<file path="src/rtl/acbi_pkg.sv">
// Shared constants and types for the asynchronous processor bus interface
package acbi_pkg;
   localparam int DATA_W = 16;
   localparam int ADDR_W = 23;
   localparam logic [2:0] IRQ_NONE = 3'h0;
   localparam logic [2:0] IRQ_NMI = 3'h7;
   localparam logic [2:0] SPACE_CPU = 3'h7;
   localparam logic [2:0] SPACE_UDATA = 3'h1;
   localparam logic [2:0] SPACE_UPROG = 3'h2;
   localparam logic [2:0] SPACE_SDATA = 3'h5;
   localparam logic [2:0] SPACE_SPROG = 3'h6;
   localparam logic [ADDR_W-1:0] ADDR_ONES = {ADDR_W{1'b1}};
   localparam logic [1:0] MODE_LATCH_CLKS = 2'h2;
   localparam int RESET_OUT_NS = 5000;
   localparam int CLK_NS = 50;
   localparam int RESET_OUT_CYC = RESET_OUT_NS / CLK_NS;
   localparam logic [7:0] RESET_OUT_LEN = 8'(RESET_OUT_CYC);
   localparam int BUS_PARK_CYC = 1;
   typedef enum logic [2:0] {
      ACBI_IDLE, ACBI_ADDR, ACBI_STROBE, ACBI_END, ACBI_HELD, ACBI_GRANTED
   } acbi_state_t;
   typedef enum logic [1:0] {ACBI_KIND_DATA, ACBI_KIND_IACK} acbi_kind_t;
   function automatic logic [1:0] acbi_lanes(input logic wide, input logic word,
                                             input logic a0);
      if (!wide) acbi_lanes = 2'h1;
      else if (word) acbi_lanes = 2'h3;
      else acbi_lanes = a0 ? 2'h1 : 2'h2;
   endfunction : acbi_lanes
endpackage : acbi_pkg

</file>
<file path="src/rtl/acbi_sync2.sv">
// Two stage synchroniser for asynchronous bus inputs
`timescale 1ns/100ps
module acbi_sync2 #(parameter int W = 1, parameter logic [W-1:0] INIT = '0) (
   input wire logic clk_sys,
   input wire logic rst_n,
   input wire logic [W-1:0] d,
   output logic [W-1:0] q
);
   logic [W-1:0] meta;
   // First stage feeds only the second
   always_ff @(posedge clk_sys or negedge rst_n) begin
      if (!rst_n) begin
         meta <= INIT;
         q <= INIT;
      end else begin
         meta <= d;
         q <= meta;
      end
   end
endmodule : acbi_sync2

</file>
<file path="src/rtl/acbi_core.sv">
// Processor side bus interface: strobes, arbitration, interrupts, halt, reset
`timescale 1ns/100ps
module acbi_core
   import acbi_pkg::*;
(
   input wire logic clk_sys,
   input wire logic rst_n,
   input wire logic two_wire_irq,
   input wire logic req_valid,
   input wire logic req_read,
   input wire logic req_word,
   input wire logic req_iack,
   input wire logic [ADDR_W:0] req_addr,
   input wire logic [2:0] req_space,
   input wire logic [DATA_W-1:0] req_wdata,
   input wire logic reset_instr,
   input wire logic cpu_stopped,
   output logic req_done,
   output logic req_fault,
   output logic [DATA_W-1:0] rd_data,
   output logic bus_wide,
   output logic [2:0] irq_level,
   output logic sys_init,
   output logic [ADDR_W:0] addr_out,
   output logic addr_oe,
   output logic addr_valid_strobe,
   output logic rw_dir,
   output logic upper_byte_strobe,
   output logic lower_byte_strobe,
   output logic ctrl_oe,
   output logic [2:0] space_code,
   input wire logic [DATA_W-1:0] data_in,
   output logic [DATA_W-1:0] data_out,
   output logic data_oe,
   input wire logic xfer_ack_n,
   input wire logic bus_req_in_n,
   output logic bus_grant_out_n,
   input wire logic grant_ack_in_n,
   input wire logic irq_level_b0_n,
   input wire logic irq_level_b1_n,
   input wire logic irq_level_b2_n,
   input wire logic bus_fault_in_n,
   input wire logic reset_pin_in_n,
   output logic reset_pin_out,
   output logic reset_pin_oe,
   input wire logic halt_pin_in_n,
   output logic halt_pin_out,
   output logic halt_pin_oe,
   input wire logic width_sel
);
   logic rst_meta, rst_s_n;
   acbi_state_t state;
   logic [1:0] mode_cnt;
   logic [7:0] rst_cnt;
   logic ack_s, fault_s, req_s, gack_s, halt_s, rstin_s;
   logic [2:0] ipl_s;
   logic [DATA_W-1:0] din_s;
   logic read_q, word_q;
   logic [1:0] lanes;
   logic [DATA_W-1:0] next_wdata;

   // Reset release through two flops
   always_ff @(posedge clk_sys or negedge rst_n) begin
      if (!rst_n) begin
         rst_meta <= 1'b0;
         rst_s_n <= 1'b0;
      end else begin
         rst_meta <= 1'b1;
         rst_s_n <= rst_meta;
      end
   end

   acbi_sync2 #(.W(7), .INIT(7'h7f)) u_sync_ctl (
      .clk_sys(clk_sys),
      .rst_n(rst_s_n),
      .d({xfer_ack_n, bus_fault_in_n, bus_req_in_n, grant_ack_in_n, halt_pin_in_n,
          reset_pin_in_n, irq_level_b1_n}),
      .q({ack_s, fault_s, req_s, gack_s, halt_s, rstin_s, ipl_s[1]})
   );
   acbi_sync2 #(.W(2), .INIT(2'h3)) u_sync_ipl (
      .clk_sys(clk_sys),
      .rst_n(rst_s_n),
      .d({irq_level_b2_n, irq_level_b0_n}),
      .q({ipl_s[2], ipl_s[0]})
   );
   acbi_sync2 #(.W(DATA_W), .INIT('0)) u_sync_data (
      .clk_sys(clk_sys),
      .rst_n(rst_s_n),
      .d(data_in),
      .q(din_s)
   );

   // Width pin caught after release; no change later
   always_ff @(posedge clk_sys or negedge rst_s_n) begin
      if (!rst_s_n) begin
         mode_cnt <= '0;
         bus_wide <= 1'b1;
      end else if (mode_cnt != MODE_LATCH_CLKS) begin
         mode_cnt <= mode_cnt + 2'h1;
         if (mode_cnt == MODE_LATCH_CLKS - 2'h1) bus_wide <= width_sel;
      end
   end

   // Active low level pins inverted; two wire variant (two_wire_irq) shares one pin
   always_ff @(posedge clk_sys or negedge rst_s_n) begin
      if (!rst_s_n) irq_level <= IRQ_NONE;
      else if (two_wire_irq) irq_level <= {~ipl_s[0], ~ipl_s[1], ~ipl_s[0]};
      else irq_level <= ~ipl_s;
   end

   // Both pins low together means full system initialisation
   always_ff @(posedge clk_sys or negedge rst_s_n) begin
      if (!rst_s_n) sys_init <= 1'b0;
      // Own outward pulse must not read back as a system initialisation
      else sys_init <= !rstin_s && !halt_s && !reset_pin_oe;
   end

   // Outward reset pulse leaves the bus state machine alone
   always_ff @(posedge clk_sys or negedge rst_s_n) begin
      if (!rst_s_n) begin
         rst_cnt <= '0;
         reset_pin_out <= 1'b0;
         reset_pin_oe <= 1'b0;
      end else if (reset_instr && rst_cnt == '0) begin
         rst_cnt <= RESET_OUT_LEN;
         reset_pin_out <= 1'b0;
         reset_pin_oe <= 1'b1;
      end else if (rst_cnt != '0) begin
         rst_cnt <= rst_cnt - 8'h1;
         reset_pin_oe <= (rst_cnt != 8'h1);
      end
   end

   // Open drain halt pulled low while the core is stopped
   always_ff @(posedge clk_sys or negedge rst_s_n) begin
      if (!rst_s_n) begin
         halt_pin_out <= 1'b0;
         halt_pin_oe <= 1'b0;
      end else begin
         halt_pin_out <= 1'b0;
         halt_pin_oe <= cpu_stopped;
      end
   end

   assign lanes = acbi_lanes(bus_wide, word_q, addr_out[0]);
   // Narrow and odd byte writes copy the low byte upward, even ones the high byte downward; bus logic must not rely on it
   always_comb begin
      next_wdata = req_wdata;
      if (!bus_wide) next_wdata = {req_wdata[7:0], req_wdata[7:0]};
      else if (!req_word) next_wdata = req_addr[0] ? {req_wdata[7:0], req_wdata[7:0]}
                                       : {req_wdata[15:8], req_wdata[15:8]};
   end

   // Bus cycle sequencer
   always_ff @(posedge clk_sys or negedge rst_s_n) begin
      if (!rst_s_n) begin
         state <= ACBI_IDLE;
         addr_out <= '0;
         addr_oe <= 1'b0;
         addr_valid_strobe <= 1'b1;
         rw_dir <= 1'b1;
         upper_byte_strobe <= 1'b1;
         lower_byte_strobe <= 1'b1;
         ctrl_oe <= 1'b0;
         space_code <= '0;
         data_out <= '0;
         data_oe <= 1'b0;
         bus_grant_out_n <= 1'b1;
         read_q <= 1'b1;
         word_q <= 1'b0;
         req_done <= 1'b0;
         req_fault <= 1'b0;
         rd_data <= '0;
      end else begin
         req_done <= 1'b0;
         req_fault <= 1'b0;
         unique case (state)
            ACBI_IDLE: begin
               if (!req_s || !gack_s) begin
                  bus_grant_out_n <= 1'b0;
                  state <= ACBI_GRANTED;
                  ctrl_oe <= 1'b0;
                  addr_oe <= 1'b0;
               end else if (!halt_s) begin
                  ctrl_oe <= 1'b1;
                  addr_oe <= 1'b0;
                  data_oe <= 1'b0;
               end else if (req_valid) begin
                  ctrl_oe <= 1'b1;
                  addr_oe <= 1'b1;
                  read_q <= req_read || req_iack;
                  word_q <= req_word;
                  rw_dir <= req_read || req_iack;
                  if (req_iack) begin
                     addr_out <= {ADDR_ONES[ADDR_W-1:3], irq_level, 1'b1};
                     space_code <= SPACE_CPU;
                  end else begin
                     addr_out <= req_addr;
                     space_code <= req_space;
                  end
                  data_out <= next_wdata;
                  state <= ACBI_ADDR;
               end
            end
            ACBI_ADDR: begin
               addr_valid_strobe <= 1'b0;
               data_oe <= !read_q;
               state <= ACBI_STROBE;
            end
            ACBI_STROBE: begin
               upper_byte_strobe <= ~lanes[1];
               lower_byte_strobe <= ~lanes[0];
               if (!fault_s && !halt_s) begin
                  state <= ACBI_HELD;
               end else if (!fault_s) begin
                  req_fault <= 1'b1;
                  state <= ACBI_END;
               end else if (!ack_s && (!upper_byte_strobe || !lower_byte_strobe)) begin
                  if (read_q) rd_data <= bus_wide ? din_s : {8'h00, din_s[7:0]};
                  req_done <= 1'b1;
                  state <= ACBI_END;
               end
            end
            ACBI_HELD: begin
               addr_valid_strobe <= 1'b1;
               upper_byte_strobe <= 1'b1;
               lower_byte_strobe <= 1'b1;
               data_oe <= 1'b0;
               if (halt_s && fault_s) state <= ACBI_ADDR;
            end
            ACBI_END: begin
               addr_valid_strobe <= 1'b1;
               upper_byte_strobe <= 1'b1;
               lower_byte_strobe <= 1'b1;
               data_oe <= 1'b0;
               addr_oe <= 1'b0;
               if (ack_s && fault_s) state <= ACBI_IDLE;
            end
            ACBI_GRANTED: begin
               // Released master keeps off the bus until all arbitration lines idle
               if (req_s && gack_s) begin
                  bus_grant_out_n <= 1'b1;
                  ctrl_oe <= 1'b1;
                  state <= ACBI_IDLE;
               end else if (!gack_s) begin
                  bus_grant_out_n <= 1'b1;
               end
            end
            default: state <= ACBI_IDLE;
         endcase
      end
   end

   a_strobe_addr: assert property (@(posedge clk_sys) disable iff (!rst_s_n)
      !addr_valid_strobe |-> addr_oe) else $error("strobe without address");
   a_narrow_upper: assert property (@(posedge clk_sys) disable iff (!rst_s_n)
      !bus_wide |-> upper_byte_strobe) else $error("upper strobe in narrow mode");
   a_write_drive: assert property (@(posedge clk_sys) disable iff (!rst_s_n)
      (!data_oe && !rw_dir && !addr_valid_strobe && state == ACBI_STROBE) |-> 1'b0)
      else $error("write without data drive");
   a_read_float: assert property (@(posedge clk_sys) disable iff (!rst_s_n)
      rw_dir |-> !data_oe) else $error("data driven in read");
   a_ack_done: assert property (@(posedge clk_sys) disable iff (!rst_s_n)
      req_done |-> $past(state) == ACBI_STROBE && !$past(ack_s))
      else $error("done without ack");
   a_grant_idle: assert property (@(posedge clk_sys) disable iff (!rst_s_n)
      $fell(bus_grant_out_n) |=> addr_valid_strobe && !addr_oe)
      else $error("grant with bus active");
   a_halt_out: assert property (@(posedge clk_sys) disable iff (!rst_s_n)
      cpu_stopped |=> halt_pin_oe && !halt_pin_out) else $error("halt not driven");
   a_reset_pulse: assert property (@(posedge clk_sys) disable iff (!rst_s_n)
      $rose(reset_pin_oe) |=> reset_pin_oe [*8]) else $error("reset pulse short");
   a_iack_space: assert property (@(posedge clk_sys) disable iff (!rst_s_n)
      $rose(addr_oe) && addr_out[ADDR_W:4] == '1 && space_code == SPACE_CPU |-> addr_out[0])
      else $error("acknowledge address");
   a_nmi_seen: assert property (@(posedge clk_sys) disable iff (!rst_s_n)
      (!two_wire_irq && ipl_s == 3'h0) |=> irq_level == IRQ_NMI)
      else $error("level seven lost");
endmodule : acbi_core

</file>
<file path="config.mk">
export PLATFORM = sky130hd
export DESIGN_NAME = acbi_core
export DESIGN_NICKNAME = d
export VERILOG_FILES = /design/src/rtl/acbi_pkg.sv /design/src/rtl/acbi_sync2.sv /design/src/rtl/acbi_core.sv
export SDC_FILE = /design/constraint.sdc
export NUM_CORES = 1
export LEC_CHECK = 0
export BUFFER_PORTS_ARGS = -buffer_cell sky130_fd_sc_hd__buf_2
export CAP_MARGIN = 5
export CORE_UTILIZATION = 40
export DETAILED_ROUTE_END_ITERATION = 16
export HOLD_SLACK_MARGIN = 0.05
export SLEW_MARGIN = 25
export SYNTH_ARGS = -nofsm -noshare
export SYNTH_HDL_FRONTEND = slang
export SYNTH_SLANG_ARGS = --single-unit
</file>
<file path="constraint.sdc">
create_clock -name clk_sys -period 10.25 [get_ports clk_sys]
set_input_delay 1.025 -clock clk_sys [delete_from_list [all_inputs] [get_ports clk_sys]]
set_output_delay 1.025 -clock clk_sys [all_outputs]
set_load 0.01 [all_outputs]
</file>
# After elaboration in Yosys (flattened, before gate mapping)
# Index checks and enable logic that the tools add are counted.
dict set report classes {
  reduce_logical 39
  n_eq_ne 19
  n_mux 49
  n_bitwise 7
  add_sub_neg 2
}
# op n
set op_table {}
lappend op_table {{$mux W16} 4}
lappend op_table {{$mux W3} 11}
lappend op_table {{$mux W24} 1}
lappend op_table {{$mux W1} 20}
lappend op_table {{$pmux W3 S6} 1}
lappend op_table {{$mux W8} 2}
lappend op_table {{$ne A2 B2 Y1 const B} 7}
lappend op_table {{$pmux W1 S2} 6}
lappend op_table {{$logic_not A1 Y1} 10}
lappend op_table {{$reduce_bool A2 Y1} 5}
lappend op_table {{$reduce_and A3 Y1} 3}
lappend op_table {{$logic_and A1 B1 Y1} 8}
lappend op_table {{$logic_not A8 Y1} 1}
lappend op_table {{$ne A4 B4 Y1 const B} 2}
lappend op_table {{$ne A8 B1 Y1 const B} 1}
lappend op_table {{$reduce_bool A8 Y1} 1}
lappend op_table {{$sub A8 B1 Y8 const B} 1}
lappend op_table {{$eq A3 B2 Y1 const B} 2}
lappend op_table {{$eq A3 B3 Y1 const B} 2}
lappend op_table {{$mux W2} 3}
lappend op_table {{$ne A3 B3 Y1 const B} 2}
lappend op_table {{$not A1 Y1} 6}
lappend op_table {{$reduce_and A6 Y1} 1}
lappend op_table {{$reduce_and A5 Y1} 1}
lappend op_table {{12 further kinds} 15}
dict set report word_totals {
  reg_bits 142
  inputBits 78
  out_inout_bits 78
}

# Logic depth before layout (Yosys ltp)
dict set report depth {
  depth_word 7
  ltp_mapped 7
}

# Hierarchy
# A second synthesis with hierarchy kept.
dict set report hier_totals {
  cells_unflattened 450
  hier_area_um2 5318.9
}
# module seq_area_each_um2 cells_per_inst area_each_um2 n_inst
set modules_own_cells {}
lappend modules_own_cells {acbi_core 2309.7 400 4045.1 1}
lappend modules_own_cells {{acbi_sync2 at u_sync_data} 800.8 32 800.8 1}
lappend modules_own_cells {{acbi_sync2 at u_sync_ctl} 367.9 14 367.9 1}
lappend modules_own_cells {{acbi_sync2 at u_sync_ipl} 105.1 4 105.1 1}

# Worst setup path before layout
# Ideal clock, no wire load.
dict set report synth_path {
  kind {input -> register}
  from {input port req_iack}
  to {register addr_out[13]}
  setup_slack_ns 8.346
  path_stages 4
  setup_time_ns 0.083
  t_arrival_ns 1.821
  n_path_buf 2
  path_cell_list {clkbuf_1 -> clkbuf_1 -> nor2_1 -> o21ai_0}
}
dict set report synth_between {
  elab_chain_len 1
}
# item line
set synth_rtl {}
lappend synth_rtl {{start: declaration} acbi_core.sv:12} ;# input wire logic req_iack,
lappend synth_rtl {{$mux W24} acbi_core.sv:194} ;# if (req_iack) begin
lappend synth_rtl {{end signal: assignment} acbi_core.sv:195} ;# addr_out <= {ADDR_ONES[ADDR_W-1:3], irq_level, 1'b1};
lappend synth_rtl {{end signal: assignment} acbi_core.sv:198} ;# addr_out <= req_addr;
lappend synth_rtl {{end: declaration} acbi_core.sv:24} ;# output logic [ADDR_W:0] addr_out,
# No other way between the ends.
# A chain may end at the register's enable or synchronous reset.

# Worst setup path after layout
dict set report layout_path {
  from {register bus_wide}
  to {output port bus_wide}
}
# item line
set layout_rtl {}
lappend layout_rtl {{start: declaration} acbi_core.sv:21} ;# output logic bus_wide,
lappend layout_rtl {{start signal: assignment} acbi_core.sv:100} ;# if (mode_cnt == MODE_LATCH_CLKS - 2'h1) bus_wide <= width_sel;
# No word-level cell between the ends.

==> results.md <==
* Crit-path max FO at 14
* Setup bufs post-CTS at 0
* Clk_lat worst skew at 0.42 ns
* Die ar. at around 14000 um^2
* Clock network power share at 32.6%
* Busiest grt layer: met2
* Die W at ~120 um
* All-Layer GR Usage at 17.7%
* Post-Synthesis Cells at 455
* IO Port Bufs at 153
* Core area at 12900 um^2
* RSZ-0062 raised after global routing: false
* Final std cell area, no fill at 6850 um^2
* Initial drt markers at about 190
* Final wirelength at 11.4 mm
* Register area share after synthesis at approximately 67%
* Layout area overhead at 27.5%
* Fmax at 423 MHz
* Cell area after synthesis at 5370 um^2
* Largest net degree at the start of global routing at 90
* Final GP Congestion at between 0.7 and 0.8
* Post-synth cell types at 48
* Count leader, synth: dfrtp_1
* Num Clock Sinks at 142
* Vias at 3789
* Ys Warns at 0
* Asr flop ratio synth at 100%
* Finish-stage setup viols at 0
* CP required at 9.23 ns
* Initial core utilization at 41.7%
* Global-route wire length before repair at between 15 and 20 mm
* GRT overflow at 0
* Die Y at 118 um
* Area contributors post-synth: dfrtp_1 55%, dfstp_2 12%, o21ai_0 6.1%
* Post-CTS sizing at 0
* Cell family contributing the most delay on the critical path: flip-flops
* Max rail drop VDD at 0.000118 V
* Post-detail-place hpwl at 7.75 mm
* Site row count at 41
* Status: complete, no violations
* FF+latch count, synth at 142
* Static Leak at approximately 3.4 nW
* 1st-pass router iterations at 5
* Clock buffer count from CTS at 17
* Vias in the first global route at 3801
* P_int at 1.25 mW
* Setup TNS at 0 ns
* CTS tree: yes
* Tcrit/Tclk final at 23.0%
* Fillers at approximately 1100
* H-tree depth at 4
* EDFF count, synth at 0
* NumNets Final at 688
* Most used DFF post-synth: dfrtp_1
* Placed Area at 6260 um^2
* Final Skew at 0.00933 ns
* Root Driver: clkbuf_16
* GR Layer Usage met2 at a little over a quarter
* Initial antenna violation count at 0
* Syn avg cell area at 11.8 um^2
* Flop pwr share at 44.9%
* Met3 Usage GRT at 6.40%
* Hold Crit Class: flip-flop to async pin
* Area of the multi-input gates at 1620 um^2
* CTS Buffer Depth at 2
* Kind of critical path: flip-flop to primary output
* Post-synth top area cell: dfrtp_1
* Final Hold Viols at 0
* Wire per inst at 14.4 um
* Worst slew margin at 54.1%
* CTS Hold Bufs at 0
* I/O Pins at 156
* Clock edge transition at the registers on the reported setup and hold paths at roughly 0.05 ns
* Slew Limit Fails at 0
* CP Capture Type: primary output
* Switching pwr at 0.546 mW
* DR DRC count at 0
* Worst Max-Slew Pin Slew at 0.688 ns
* Final ANT Viol Nets at 0
* CP startpoint kind: flip-flop
* Share of the synthesized area in the top cell type at 54.9%
* Vias per inst at 4.79
* Cell Pwr Density at 261 nW/um^2
* Max-Cap Viols at 0
* Share of cells above drive strength 1 at 37.2%
* Worst Hold Margin at between 0.2 and 0.3 ns
* Met1 GRT Util at 22.5%
* Max incr delay on CP at 0.72 ns
* Ant diodes at 0
* Storage cell area at 3590 um^2
* Slowest CP cell: dfstp_2
* Worst path bufs/invs at 1
* Comb power frac at 22.5%
* CP Cell Sequence: buf_2
* Synth top cells by count: 118 x dfrtp_1, 70 x nand2_1, 65 x o21ai_0
* Switching Fraction at 30.5%
* Final Critical Period at 2.36 ns
* Crit path DAT at 1.34 ns
-- path summary, 6_finish.rpt --
kind | startpoint | end | slack [ns] | cells after the start
max | bus_wide | bus_wide | 7.89 | 1
min | rst_s_n | rst_cnt[5] | 0.28 | 0
max reg2reg | state[0] | addr_out[12] | 8.11 | 5
min reg2reg | rst_s_n | rst_cnt[5] | 0.28 | 0
max in group asynchronous | rst_s_n | u_sync_data.q[9] | 8.90 | 1
min in group clk_sys | u_sync_ctl.meta[4] | u_sync_ctl.q[4] | 0.35 | 0
-- through the flow --
stage	cells	setup WS (ns)	utilization, %	power (mW)
after floorplan	456	6.04	-	1.04
after global placement	758	7.59	48.6	1.20
after detailed placement	758	7.56	48.6	1.22
after CTS	790	7.74	53.1	1.81
after global routing	791	7.83	53.2	1.90
final	791	7.89	53.2	1.79
-- cell usage in the layout, fill, tap and decap left out, types with 2 or more instances in the layout --
cell type | netlist | final
nor3_1 | 7 | 7
a21oi_1 | 9 | 9
nor2_1 | 33 | 33
buf_2 | 7 | 153
inv_1 | 12 | 12
o211ai_1 | 2 | 2
clkinvlp_4 | 0 | 5
and2_1 | 2 | 2
clkbuf_8 | 0 | 4
buf_4 | 3 | 3
nand2b_1 | 4 | 4
clkbuf_16 | 0 | 17
ha_1 | 4 | 4
nor2b_1 | 4 | 4
o21ai_0 | 65 | 65
nor3b_1 | 2 | 2
o31ai_1 | 2 | 2
dfstp_2 | 24 | 24
dfrtp_1 | 118 | 117
nand3_1 | 8 | 8
nand4_4 | 1 | 2
clkinv_2 | 0 | 2
mux2i_1 | 21 | 21
nand2_1 | 70 | 70
clkbuf_1 | 13 | 2
mux2_2 | 9 | 9
and3_1 | 2 | 2
conb_1 | 2 | 3
nand3b_1 | 3 | 3
mux2_4 | 4 | 4
a2bb2oi_1 | 2 | 2
-- routing by layer --
metal  wire (um)  up-vias
li1            -     1824
met3         698       11
met1        5130     1824
met2        5370      130
met4         157        0
met5           0        -
-- sequential cells by signal (all words and copies together), names as in the netlist, 2 cells and up --
register          flops
addr_out             24
data_out             16
rd_data              16
u_sync_data.meta     16
u_sync_data.q        16
rst_cnt               8
u_sync_ctl.meta       7
u_sync_ctl.q          7
irq_level             3
space_code            3
state                 3
mode_cnt              2
u_sync_ipl.meta       2
u_sync_ipl.q          2
-- cells by family (layout without fill, tap and decap cells) --
group	count (synthesis)	count (layout)	share of synthesized area, %
muxes	34	34	6.92
DFF	142	142	66.7
AOI/OAI and AO/OA	90	90	9.34
adders and majority gates	4	4	0.931
other	2	3	0.140
buffers and inverters	38	201	3.33
and+or+nand+nor	143	143	12.3
xor gates and xnor gates	2	2	0.326
-- power by group through the flow --
stage,Combinational [mW],Clock (mW),Sequential [mW]
final,0.403,0.585,0.804
after global routing,0.452,0.623,0.825
after CTS,0.406,0.598,0.805
after detailed placement,0.406,0,0.810
after global placement,0.395,0,0.808
after floorplan,0.198,0,0.839
-- area by class of cell --
cell class	count	area share, %
Sequential cell	142	52.3
Timing Repair Buffer	157	11.8
Tap cell	172	3.14
Multi-Input combinational cell	276	23.7
Clock inverter	9	1.26
Clock buffer	23	7.12
Inverter	12	0.657
Note: power is estimated with default switching activity, not from simulation.
